--- config.mk ---
export PLATFORM = sky130hd
export DESIGN_NAME = wit_watchdog_timer
export DESIGN_NICKNAME = d
export VERILOG_FILES = /design/src/wit_pkg.sv /design/src/wit_watchdog_timer.sv /design/src/wit_osc_settle.sv
export SDC_FILE = /design/constraint.sdc
export NUM_CORES = 1
export LEC_CHECK = 0
export ABC_AREA = 0
export BUFFER_PORTS_ARGS = -buffer_cell sky130_fd_sc_hd__buf_4
export CORE_ASPECT_RATIO = 0.9
export CORE_MARGIN = 1
export CORE_UTILIZATION = 30
export CTS_CLUSTER_DIAMETER = 100
export DETAILED_ROUTE_END_ITERATION = 6
export GPL_TIMING_DRIVEN = 0
export SYNTH_ARGS = -nofsm -noshare
export SYNTH_HDL_FRONTEND = slang
export SYNTH_HIERARCHICAL = 1
export SYNTH_SLANG_ARGS = --single-unit
export TNS_END_PERCENT = 30
--- constraint.sdc ---
create_clock -name sys_clk -period 4.85 [get_ports sys_clk]
set_input_delay 0.7275 -clock sys_clk [delete_from_list [all_inputs] [get_ports sys_clk]]
set_output_delay 0.7275 -clock sys_clk [all_outputs]
set_load 0.1 [all_outputs]
--- src/wit_pkg.sv ---
// constants shared by the watchdog / interval timer and its settle timer
package wit_pkg;

	// ------------------------------------------------------------
	// register addresses
	// ------------------------------------------------------------
	localparam logic [15:0] PERIOD_SEL_ADDR = 16'hff42;
	localparam logic [15:0] MODE_CTRL_ADDR  = 16'hfff9;
	localparam logic [15:0] SETTLE_SEL_ADDR = 16'hfffa;

	// ------------------------------------------------------------
	// field positions and reset values
	// ------------------------------------------------------------
	localparam int          RUN_BIT        = 7;
	localparam int          GUARD_MODE_BIT = 4;
	localparam int          ACTION_BIT     = 3;
	localparam int          SEL_MSB        = 2;
	localparam logic [2:0]  PERIOD_SEL_RST = 3'h0;
	localparam logic [2:0]  SETTLE_SEL_RST = 3'h4;
	localparam logic [7:0]  READ_ZERO      = 8'h00;

	// ------------------------------------------------------------
	// counter geometry and period exponents (cycles = 2**exp)
	// ------------------------------------------------------------
	localparam int          CNT_W           = 20;
	localparam int          PRE_EXP         = 8;
	localparam logic [2:0]  PERIOD_SEL_LONG = 3'h7;
	localparam int          PERIOD_EXP_MIN  = 12;
	localparam int          PERIOD_EXP_LONG = 20;
	localparam int          SETTLE_CNT_W    = 17;
	localparam logic [2:0]  SETTLE_SEL_MAX  = 3'h4;
	localparam int          SETTLE_EXP_MIN  = 12;
	localparam int          SETTLE_EXP_BASE = 13;
	localparam int          SETTLE_EXP_MAX  = 17;

	// overflow exponent for a period select code
	function automatic int wit_period_exp(input logic [2:0] sel);
		if (sel == PERIOD_SEL_LONG) begin
			return PERIOD_EXP_LONG;
		end
		return PERIOD_EXP_MIN + int'(sel);
	endfunction

	// settle exponent; prohibited codes fall back to the longest wait
	function automatic int wit_settle_exp(input logic [2:0] sel);
		if (sel == 3'h0) begin
			return SETTLE_EXP_MIN;
		end
		if (sel > SETTLE_SEL_MAX) begin
			return SETTLE_EXP_MAX;
		end
		return SETTLE_EXP_BASE + int'(sel);
	endfunction

endpackage

--- src/wit_watchdog_timer.sv ---
// watchdog / interval timer with settle-time select register
`timescale 1ns/1ps

// Functional notes
// - period select 0-6 gives 2^12..2^18 cycles, 7 gives 2^20.
// - mode bit 0 means interval irq; 1 means nmi or reset per action bit.
// - writing run=1 clears counter above the prescaler and starts; run cannot be cleared.
// - mode and action bits stick at 1 until reset.
// - restart keeps low 2^8 prescaler, first period may be shorter.
// - counting goes on in halt, pauses in stop mode.
// - counting pauses while cpu runs from subsystem clock.
// - interval mode raises an interrupt every elapsed period.
// - interval interrupt gated by its mask, carries its priority flag.
// - settle select 0 gives 2^12, 1-4 give 2^14..2^17 cycles.
// - settle select resets to 4, so reset-driven wait is 2^17.
module wit_watchdog_timer
	import wit_pkg::*;
#(
	parameter int unsigned SHRINK = 0
) (
	input  wire logic        sys_clk,
	input  wire logic        rst,
	input  wire logic [15:0] regAddr,
	input  wire logic        regWrEn,
	input  wire logic [7:0]  regWrData,
	input  wire logic        regRdEn,
	output logic      [7:0]  regRdData,
	input  wire logic        stopMode,
	input  wire logic        subClkSel,
	input  wire logic        stopRelease,
	input  wire logic        intervalIrqMask,
	input  wire logic        intervalIrqPriority,
	output logic             intervalIrq,
	output logic             intervalIrqPrioOut,
	output logic             nmiReq,
	output logic             resetReq,
	output logic             counting,
	output logic             oscStable
);

	localparam logic [CNT_W-1:0] PRE_MASK =
		CNT_W'((64'h1 << (PRE_EXP - int'(SHRINK))) - 64'h1);

	logic [2:0]       periodSelReg;
	logic [2:0]       periodSelNext;
	logic [2:0]       settleSelReg;
	logic [2:0]       settleSelNext;
	logic             runReg;
	logic             runNext;
	logic             guardModeReg;
	logic             guardModeNext;
	logic             actionReg;
	logic             actionNext;
	logic [7:0]       rdDataReg;
	logic [7:0]       rdDataNext;
	logic [CNT_W-1:0] cntReg;
	logic [CNT_W-1:0] cntNext;
	logic [CNT_W-1:0] ovfMask;
	logic             irqReg;
	logic             irqNext;
	logic             prioReg;
	logic             prioNext;
	logic             nmiReg;
	logic             nmiNext;
	logic             resetReg;
	logic             resetNext;
	logic             countingReg;
	logic             countingNext;
	logic             periodWr;
	logic             modeWr;
	logic             settleWr;
	logic             restart;
	logic             countEn;
	logic             ovf;
	int               ovfExp;

	// ------------------------------------------------------------
	// register access
	// ------------------------------------------------------------
	// byte writes by address
	assign periodWr = regWrEn && (regAddr == PERIOD_SEL_ADDR);
	assign modeWr   = regWrEn && (regAddr == MODE_CTRL_ADDR);
	assign settleWr = regWrEn && (regAddr == SETTLE_SEL_ADDR);
	assign restart  = modeWr && regWrData[RUN_BIT];

	// next register values; reserved bits never stored
	always_comb begin
		periodSelNext = periodSelReg;
		settleSelNext = settleSelReg;
		if (periodWr) begin
			periodSelNext = regWrData[SEL_MSB:0];
		end
		if (settleWr) begin
			settleSelNext = regWrData[SEL_MSB:0];
		end
		runNext       = runReg | restart;
		guardModeNext = guardModeReg |
			(modeWr & regWrData[GUARD_MODE_BIT]);
		actionNext    = actionReg |
			(modeWr & regWrData[ACTION_BIT]);
	end

	// read data, unmapped and reserved bits read zero
	always_comb begin
		rdDataNext = rdDataReg;
		if (regRdEn) begin
			rdDataNext = READ_ZERO;
			case (regAddr)
				PERIOD_SEL_ADDR: begin
					rdDataNext[SEL_MSB:0] = periodSelReg;
				end
				MODE_CTRL_ADDR: begin
					rdDataNext[RUN_BIT]        = runReg;
					rdDataNext[GUARD_MODE_BIT] = guardModeReg;
					rdDataNext[ACTION_BIT]     = actionReg;
				end
				SETTLE_SEL_ADDR: begin
					rdDataNext[SEL_MSB:0] = settleSelReg;
				end
				default: begin
					rdDataNext = READ_ZERO;
				end
			endcase
		end
	end

	// register file flops
	always_ff @(posedge sys_clk) begin
		if (rst) begin
			periodSelReg <= PERIOD_SEL_RST;
			settleSelReg <= SETTLE_SEL_RST;
			runReg       <= 1'b0;
			guardModeReg <= 1'b0;
			actionReg    <= 1'b0;
			rdDataReg    <= READ_ZERO;
		end else begin
			periodSelReg <= periodSelNext;
			settleSelReg <= settleSelNext;
			runReg       <= runNext;
			guardModeReg <= guardModeNext;
			actionReg    <= actionNext;
			rdDataReg    <= rdDataNext;
		end
	end

	// ------------------------------------------------------------
	// counter and overflow
	// ------------------------------------------------------------
	// halt keeps counting; stop and subsystem clock freeze it
	assign countEn = runReg && !stopMode && !subClkSel;

	// overflow is the carry out of the selected bit
	always_comb begin
		ovfExp  = wit_period_exp(periodSelReg) - int'(SHRINK);
		ovfMask = CNT_W'((64'h1 << ovfExp) - 64'h1);
		cntNext = cntReg;
		if (countEn) begin
			cntNext = cntReg + CNT_W'(1);
		end
		if (restart) begin
			cntNext = cntNext & PRE_MASK;
		end
		// a restart in the overflow cycle services the watchdog
		ovf = countEn && !restart && ((cntReg & ovfMask) == ovfMask);
	end

	// one-cycle overflow requests routed by mode
	always_comb begin
		irqNext      = ovf && !guardModeReg && !intervalIrqMask;
		prioNext     = intervalIrqPriority;
		nmiNext      = ovf && guardModeReg && !actionReg;
		resetNext    = ovf && guardModeReg && actionReg;
		countingNext = countEn;
	end

	// counter and request flops
	always_ff @(posedge sys_clk) begin
		if (rst) begin
			cntReg      <= '0;
			irqReg      <= 1'b0;
			prioReg     <= 1'b0;
			nmiReg      <= 1'b0;
			resetReg    <= 1'b0;
			countingReg <= 1'b0;
		end else begin
			cntReg      <= cntNext;
			irqReg      <= irqNext;
			prioReg     <= prioNext;
			nmiReg      <= nmiNext;
			resetReg    <= resetNext;
			countingReg <= countingNext;
		end
	end

	assign regRdData          = rdDataReg;
	assign intervalIrq        = irqReg;
	assign intervalIrqPrioOut = prioReg;
	assign nmiReq             = nmiReg;
	assign resetReq           = resetReg;
	assign counting           = countingReg;

	// ------------------------------------------------------------
	// settle timer
	// ------------------------------------------------------------
	// wait restarts on stop release, sized by the settle select
	wit_osc_settle #(
		.SHRINK      (SHRINK)
	) settleTimer (
		.sys_clk     (sys_clk),
		.rst         (rst),
		.settleStart (stopRelease),
		.settleSel   (settleSelReg),
		.oscStable   (oscStable)
	);

	// ------------------------------------------------------------
	// checks
	// ------------------------------------------------------------
	AST_OVF_ALIGN: assert property (@(posedge sys_clk) disable iff (rst)
		(nmiReq || resetReq || intervalIrq) && $stable(periodSelReg)
		|-> (cntReg & ovfMask) == '0)
		else $error("overflow request not on a period boundary");

	AST_NMI_CAUSE: assert property (@(posedge sys_clk) disable iff (rst)
		nmiReq |-> $past(guardModeReg) && !$past(actionReg) && !resetReq &&
		!intervalIrq)
		else $error("nmi request outside watchdog nmi mode");

	AST_RESET_CAUSE: assert property (@(posedge sys_clk) disable iff (rst)
		resetReq |-> guardModeReg && actionReg && !nmiReq)
		else $error("reset request outside watchdog reset mode");

	AST_RESTART: assert property (@(posedge sys_clk) disable iff (rst)
		restart |=> runReg && (cntReg & ~PRE_MASK) == '0)
		else $error("run write did not clear the counter");

	AST_RUN_STICKY: assert property (@(posedge sys_clk) disable iff (rst)
		runReg |=> runReg [*2])
		else $error("run bit cleared without reset");

	AST_MODE_STICKY: assert property (@(posedge sys_clk) disable iff (rst)
		!($fell(guardModeReg) || $fell(actionReg)))
		else $error("mode bit cleared without reset");

	AST_FREEZE: assert property (@(posedge sys_clk) disable iff (rst)
		(stopMode || subClkSel) && !restart |=> $stable(cntReg))
		else $error("counter moved in stop or on subsystem clock");

	AST_IRQ_GATE: assert property (@(posedge sys_clk) disable iff (rst)
		intervalIrq |-> !$past(guardModeReg) && !$past(intervalIrqMask))
		else $error("interval irq raised while masked or in watchdog mode");

	AST_RESERVED_ZERO: assert property (@(posedge sys_clk) disable iff (rst)
		$past(regRdEn) && $past(regAddr) != MODE_CTRL_ADDR
		|-> regRdData[7:3] == 5'h00)
		else $error("reserved bits read nonzero");

	AST_SETTLE_RESET: assert property (@(posedge sys_clk)
		$past(rst) && !rst |-> settleSelReg == SETTLE_SEL_RST)
		else $error("settle select not at its reset value");

	// ------------------------------------------------------------
	// request pulse and register load checks
	// ------------------------------------------------------------
	// every request lasts exactly one cycle
	AST_IRQ_PULSE: assert property (@(posedge sys_clk) disable iff (rst)
		intervalIrq |=> !intervalIrq)
		else $error("interval irq longer than one cycle");

	AST_NMI_PULSE: assert property (@(posedge sys_clk) disable iff (rst)
		nmiReq |=> !nmiReq)
		else $error("nmi request longer than one cycle");

	AST_RESET_PULSE: assert property (@(posedge sys_clk) disable iff (rst)
		resetReq |=> !resetReq)
		else $error("reset request longer than one cycle");

	// run and mode bits only rise from a software write
	AST_RUN_SOURCE: assert property (@(posedge sys_clk) disable iff (rst)
		$rose(runReg) |-> $past(restart))
		else $error("run bit set without a run write");

	AST_GUARD_SOURCE: assert property (@(posedge sys_clk) disable iff (rst)
		$rose(guardModeReg) |-> $past(modeWr))
		else $error("watchdog mode set without a mode write");

	// select registers keep the low three write bits only
	AST_PERIOD_LOAD: assert property (@(posedge sys_clk) disable iff (rst)
		$past(periodWr) && !$past(rst)
		|-> {5'h00, periodSelReg} == ($past(regWrData) & 8'h07))
		else $error("period select not loaded from the write");

	AST_SETTLE_LOAD: assert property (@(posedge sys_clk) disable iff (rst)
		$past(settleWr) && !$past(rst)
		|-> {5'h00, settleSelReg} == ($past(regWrData) & 8'h07))
		else $error("settle select not loaded from the write");

	// the priority flag follows its input one cycle late
	AST_PRIO_FOLLOW: assert property (@(posedge sys_clk) disable iff (rst)
		!$past(rst) |-> intervalIrqPrioOut == $past(intervalIrqPriority))
		else $error("priority flag not passed on");

endmodule

--- src/wit_osc_settle.sv ---
// oscillation settle wait timer after reset or stop release
`timescale 1ns/1ps

module wit_osc_settle
	import wit_pkg::*;
#(
	parameter int unsigned SHRINK = 0
) (
	input  wire logic       sys_clk,
	input  wire logic       rst,
	input  wire logic       settleStart,
	input  wire logic [2:0] settleSel,
	output logic            oscStable
);

	typedef enum logic [0:0] {
		SETTLE_WAIT = 1'b0,
		SETTLE_DONE = 1'b1
	} wit_settle_state_t;

	wit_settle_state_t              stateReg;
	wit_settle_state_t              stateNext;
	logic [SETTLE_CNT_W-1:0]        cntReg;
	logic [SETTLE_CNT_W-1:0]        cntNext;
	logic [SETTLE_CNT_W-1:0]        lastCnt;
	int                             settleExp;

	// ------------------------------------------------------------
	// wait sequencing
	// ------------------------------------------------------------
	// count 2**exp cycles, restart on every stop release
	always_comb begin
		settleExp = wit_settle_exp(settleSel) - int'(SHRINK);
		lastCnt   = SETTLE_CNT_W'((64'h1 << settleExp) - 64'h1);
		stateNext = stateReg;
		cntNext   = cntReg;
		case (stateReg)
			SETTLE_WAIT: begin
				cntNext = cntReg + SETTLE_CNT_W'(1);
				if (cntReg == lastCnt) begin
					stateNext = SETTLE_DONE;
				end
			end
			SETTLE_DONE: begin
				cntNext = '0;
			end
			default: begin
				stateNext = SETTLE_WAIT;
				cntNext   = '0;
			end
		endcase
		if (settleStart) begin
			stateNext = SETTLE_WAIT;
			cntNext   = '0;
		end
	end

	// reset release itself starts a wait
	always_ff @(posedge sys_clk) begin
		if (rst) begin
			stateReg <= SETTLE_WAIT;
			cntReg   <= '0;
		end else begin
			stateReg <= stateNext;
			cntReg   <= cntNext;
		end
	end

	assign oscStable = (stateReg == SETTLE_DONE);

	// ------------------------------------------------------------
	// checks
	// ------------------------------------------------------------
	AST_SETTLE_LEN: assert property (@(posedge sys_clk) disable iff (rst)
		$rose(oscStable) && $stable(settleSel) |-> $past(cntReg) == lastCnt)
		else $error("settle wait ended at wrong count");

	AST_SETTLE_RESTART: assert property (@(posedge sys_clk) disable iff (rst)
		settleStart |=> !oscStable [*2])
		else $error("stop release did not restart the settle wait");

endmodule

==> results.md <==
* Status: finished, final reports clean
* Post_cts resized at 0
* Largest net degree at the start of global routing at 12
* HP Class: reg2reg
* Post-CTS setup buffer count at 0
* CTS Buf Count at 9
* CTS clk-pin slew, worst paths at 50 ps
* Routed WL per cell at 12.3 um
* CP startpoint kind: register
* Initial Utilization at 31.0%
* CTS Hold Bufs at 0
* Final cell count without fillers at 572
* Ys flop type: dfxtp_1
* Initial antenna violation count at 0
* Nets at 478
* Switching part of the total at 22.4%
* Synth Cell Area at 3180 um2
* Width of the die at 110 um
* DP Worst Slack at 2420 ps
* Final worst setup slack at 2370 ps
* Kind of critical path: reg2reg
* DP Area at 3660 um2
* Max-cap violations at 0
* Logic gate share of total power at 6.3%
* Internal power at 0.932 mW
* Worst stage delay on the critical path at 550 ps
* Crit path cell chain: inv_1 > ha_1 > nor3_2 > nand2_1 > a2111oi_0 > a311oi_1 > o21ai_1 > a22o_1
* LEAKAGE at 1.45 nW
* # IOs at 47
* Bufs on Longest Clock Path at 2
* Slew headroom at 62.9%
* Sequential share of power at 40.1%
* Asr flop ratio synth at 0%
* Final Hold Violating Endpoints at 0
* Final Power at 1.20 mW
* Post-synth EDFFs at 0
* TritonCTS clock tree: yes
* Synth cell types at 58
* Final setup fails at 0
* Die area at 11000 um2
* RSZ-0062 raised after global routing: false
* Layout Cell Area excl Fill at 3970 um2
* Inst Count DP at 556
* Sequential cell area fraction in the yosys report at 36.5%
* Max Clock Skew at 5.15 ps
* Ys Warns at 6
* WP data required at 5130 ps
* N_diodes at 0
* Avg Synthesized Cell Area at 8.32 um2
* Die Ht at 99.6 um
* DP HPWL at 5260 um
* First-pass GRT wire length at 12200 um
* Switching power at 0.268 mW
* Vias in the first global route at 2673
* Std-Cell Rows at 35
* Total core area at 10200 um2
* Clock Tree Root: clkbuf_16
* Hold slack at 465 ps
* DR pass1 iterations at 4
* Final Max Tran Viols at 0
* Cell Pwr Density at 302 nW/um2
* Tmin final at 2480 ps
* Maximum clock frequency at 0.404 GHz
* Worst-Skew Late Latency at 330 ps
* H-tree depth at 3
* Routed Antenna Nets at 0
* Residual DRC at 0
* Peak supply drop at 0.236 mV
* IO buf count at 42
* Setup crit end kind: register
* Arrival time at the worst endpoint at 2760 ps
* Area Growth Syn to Fin at 25.0%
* CP max-delay cell: dfxtp_1
* Vias per cell at 4.86
* Tightest Pin Transition at 557 ps
* Routability cong. at 0.805
* DRT Wirelength at 7040 um
* Grt total ovfl at 0
* Clock power frac at 53.7%
* Clock sinks at 58
* Post-Synthesis Cells at 382
* Worst-path fanout max at 11
* Vias at 2780
* Total negative slack at 0 ps
* DR iter-0 viols at 121
* GRT Util Overall at 13.8%
* #FFs+latches synth at 58
* Layout cells sized above 1 at 19.2%
* Core Util, Final at 38.7%
* Period utilization at 51.1%
==> cells in the mapped netlist (3+ instances only) <==
| cell type | instances | share of area [%] |
|---|---|---|
| nor2_1 | 59 | 7.0 |
| dfxtp_1 | 58 | 37 |
| nand2_1 | 34 | 4.0 |
| xor2_1 | 27 | 7.4 |
| nand3_1 | 22 | 3.5 |
| nand4_1 | 19 | 3.7 |
| xnor2_1 | 16 | 4.4 |
| a21oi_1 | 12 | 1.9 |
| inv_1 | 11 | 1.3 |
| clkbuf_1 | 9 | 1.1 |
| and3_1 | 8 | 1.6 |
| nand2b_1 | 8 | 1.6 |
| nor3_1 | 8 | 1.3 |
| a31oi_1 | 7 | 1.4 |
| ha_1 | 7 | 2.8 |
| a311oi_1 | 5 | 1.4 |
| and2_1 | 5 | 0.98 |
| nor4_1 | 4 | 0.79 |
| a211oi_1 | 3 | 0.71 |
| and4_1 | 3 | 0.83 |
| buf_2 | 3 | 0.47 |
| buf_4 | 3 | 0.71 |
| conb_1 | 3 | 0.35 |
| nand3b_1 | 3 | 0.71 |
| nor2b_1 | 3 | 0.59 |
| o21ai_0 | 3 | 0.47 |
==> state kept, by name, summed over array words and instances, names as in the netlist <==
register,flops
cntReg,20
settleTimer/cntReg,17
regRdData,6
periodSelReg,3
settleSelReg,3
actionReg,1
counting,1
guardModeReg,1
intervalIrq,1
intervalIrqPrioOut,1
nmiReq,1
resetReq,1
runReg,1
settleTimer/oscStable,1
==> worst max-delay path, delay by kind of cell (launching register included) <==
kind	cells	cell delay, ps
buf+inv	1	190
compound gates	4	810
simple gates	2	550
flops	1	550
fa+ha+maj	1	330
==> routing by layer <==
metal	global-route usage [%]	vias up	wire length, um
met5	0	-	0
met4	4.92	0	57
met3	5.36	5	339
met2	22.1	42	3230
met1	17.0	1285	3410
li1	-	1448	-
==> cells by family (layout without fill, tap and decap cells) <==
family,count (synthesis),after routing,synth area share [%]
DFF,58,58,36.5
muxes,1,1,0.315
other,3,6,0.354
xor gates and xnor gates,43,43,11.9
and+or+nand+nor,194,194,32.1
adders and majority gates,7,7,2.76
AOI/OAI and AO/OA,47,47,11.3
buffers and inverters,29,87,4.73
==> power by group through the flow <==
stage,logic (mW),clock network (mW),registers (mW)
3_3_place_gp,0.0738,0,0.491
3_5_place_dp,0.0747,0,0.491
6_report,0.0752,0.644,0.481
4_1_cts,0.0748,0.662,0.481
5_1_grt,0.0810,0.686,0.481
2_1_floorplan,0.0336,0,0.503
==> path summary, 6_finish.rpt <==
kind | cells after the start | start | slack (ps) | endpoint
max | 8 | settleSelReg[0] | 2370 | settleTimer/oscStable
min | 1 | settleTimer/cntReg[0] | 460 | settleTimer/cntReg[0]
max reg2reg | 8 | settleSelReg[0] | 2370 | settleTimer/oscStable
min reg2reg | 1 | settleTimer/cntReg[0] | 460 | settleTimer/cntReg[0]
==> cell type report <==
type / instances / area (um2)
Timing Repair Buffer: 42 / 315
Inverter: 11 / 41.3
Buffer: 18 / 109
Tap cell: 129 / 161
Sequential cell: 58 / 1160
Clock inverter: 5 / 52.6
Clock buffer: 11 / 253
Fill cell: 1039 / 6280
Multi-Input combinational cell: 298 / 1880
==> cells in the final DEF, fill, tap and decap left out, types with 3 or more instances in the layout <==
cell type  instances
a21oi_1           12
nand2b_1           8
nand2_1           34
nand3_1           22
ha_1               7
buf_4             45
dfxtp_1           58
nor2_1            59
nor3_1             8
and3_1             8
nor2b_1            3
xor2_1            27
nand3b_1           3
conb_1             6
a31oi_1            7
nor4_1             4
a311oi_1           5
and2_1             5
clkbuf_1           9
and4_1             3
clkinv_2           3
clkbuf_16          9
xnor2_1           16
o21ai_0            3
inv_1             11
a211oi_1           3
nand4_1           19
buf_2              3
Note: power is estimated with default switching activity, not from simulation.
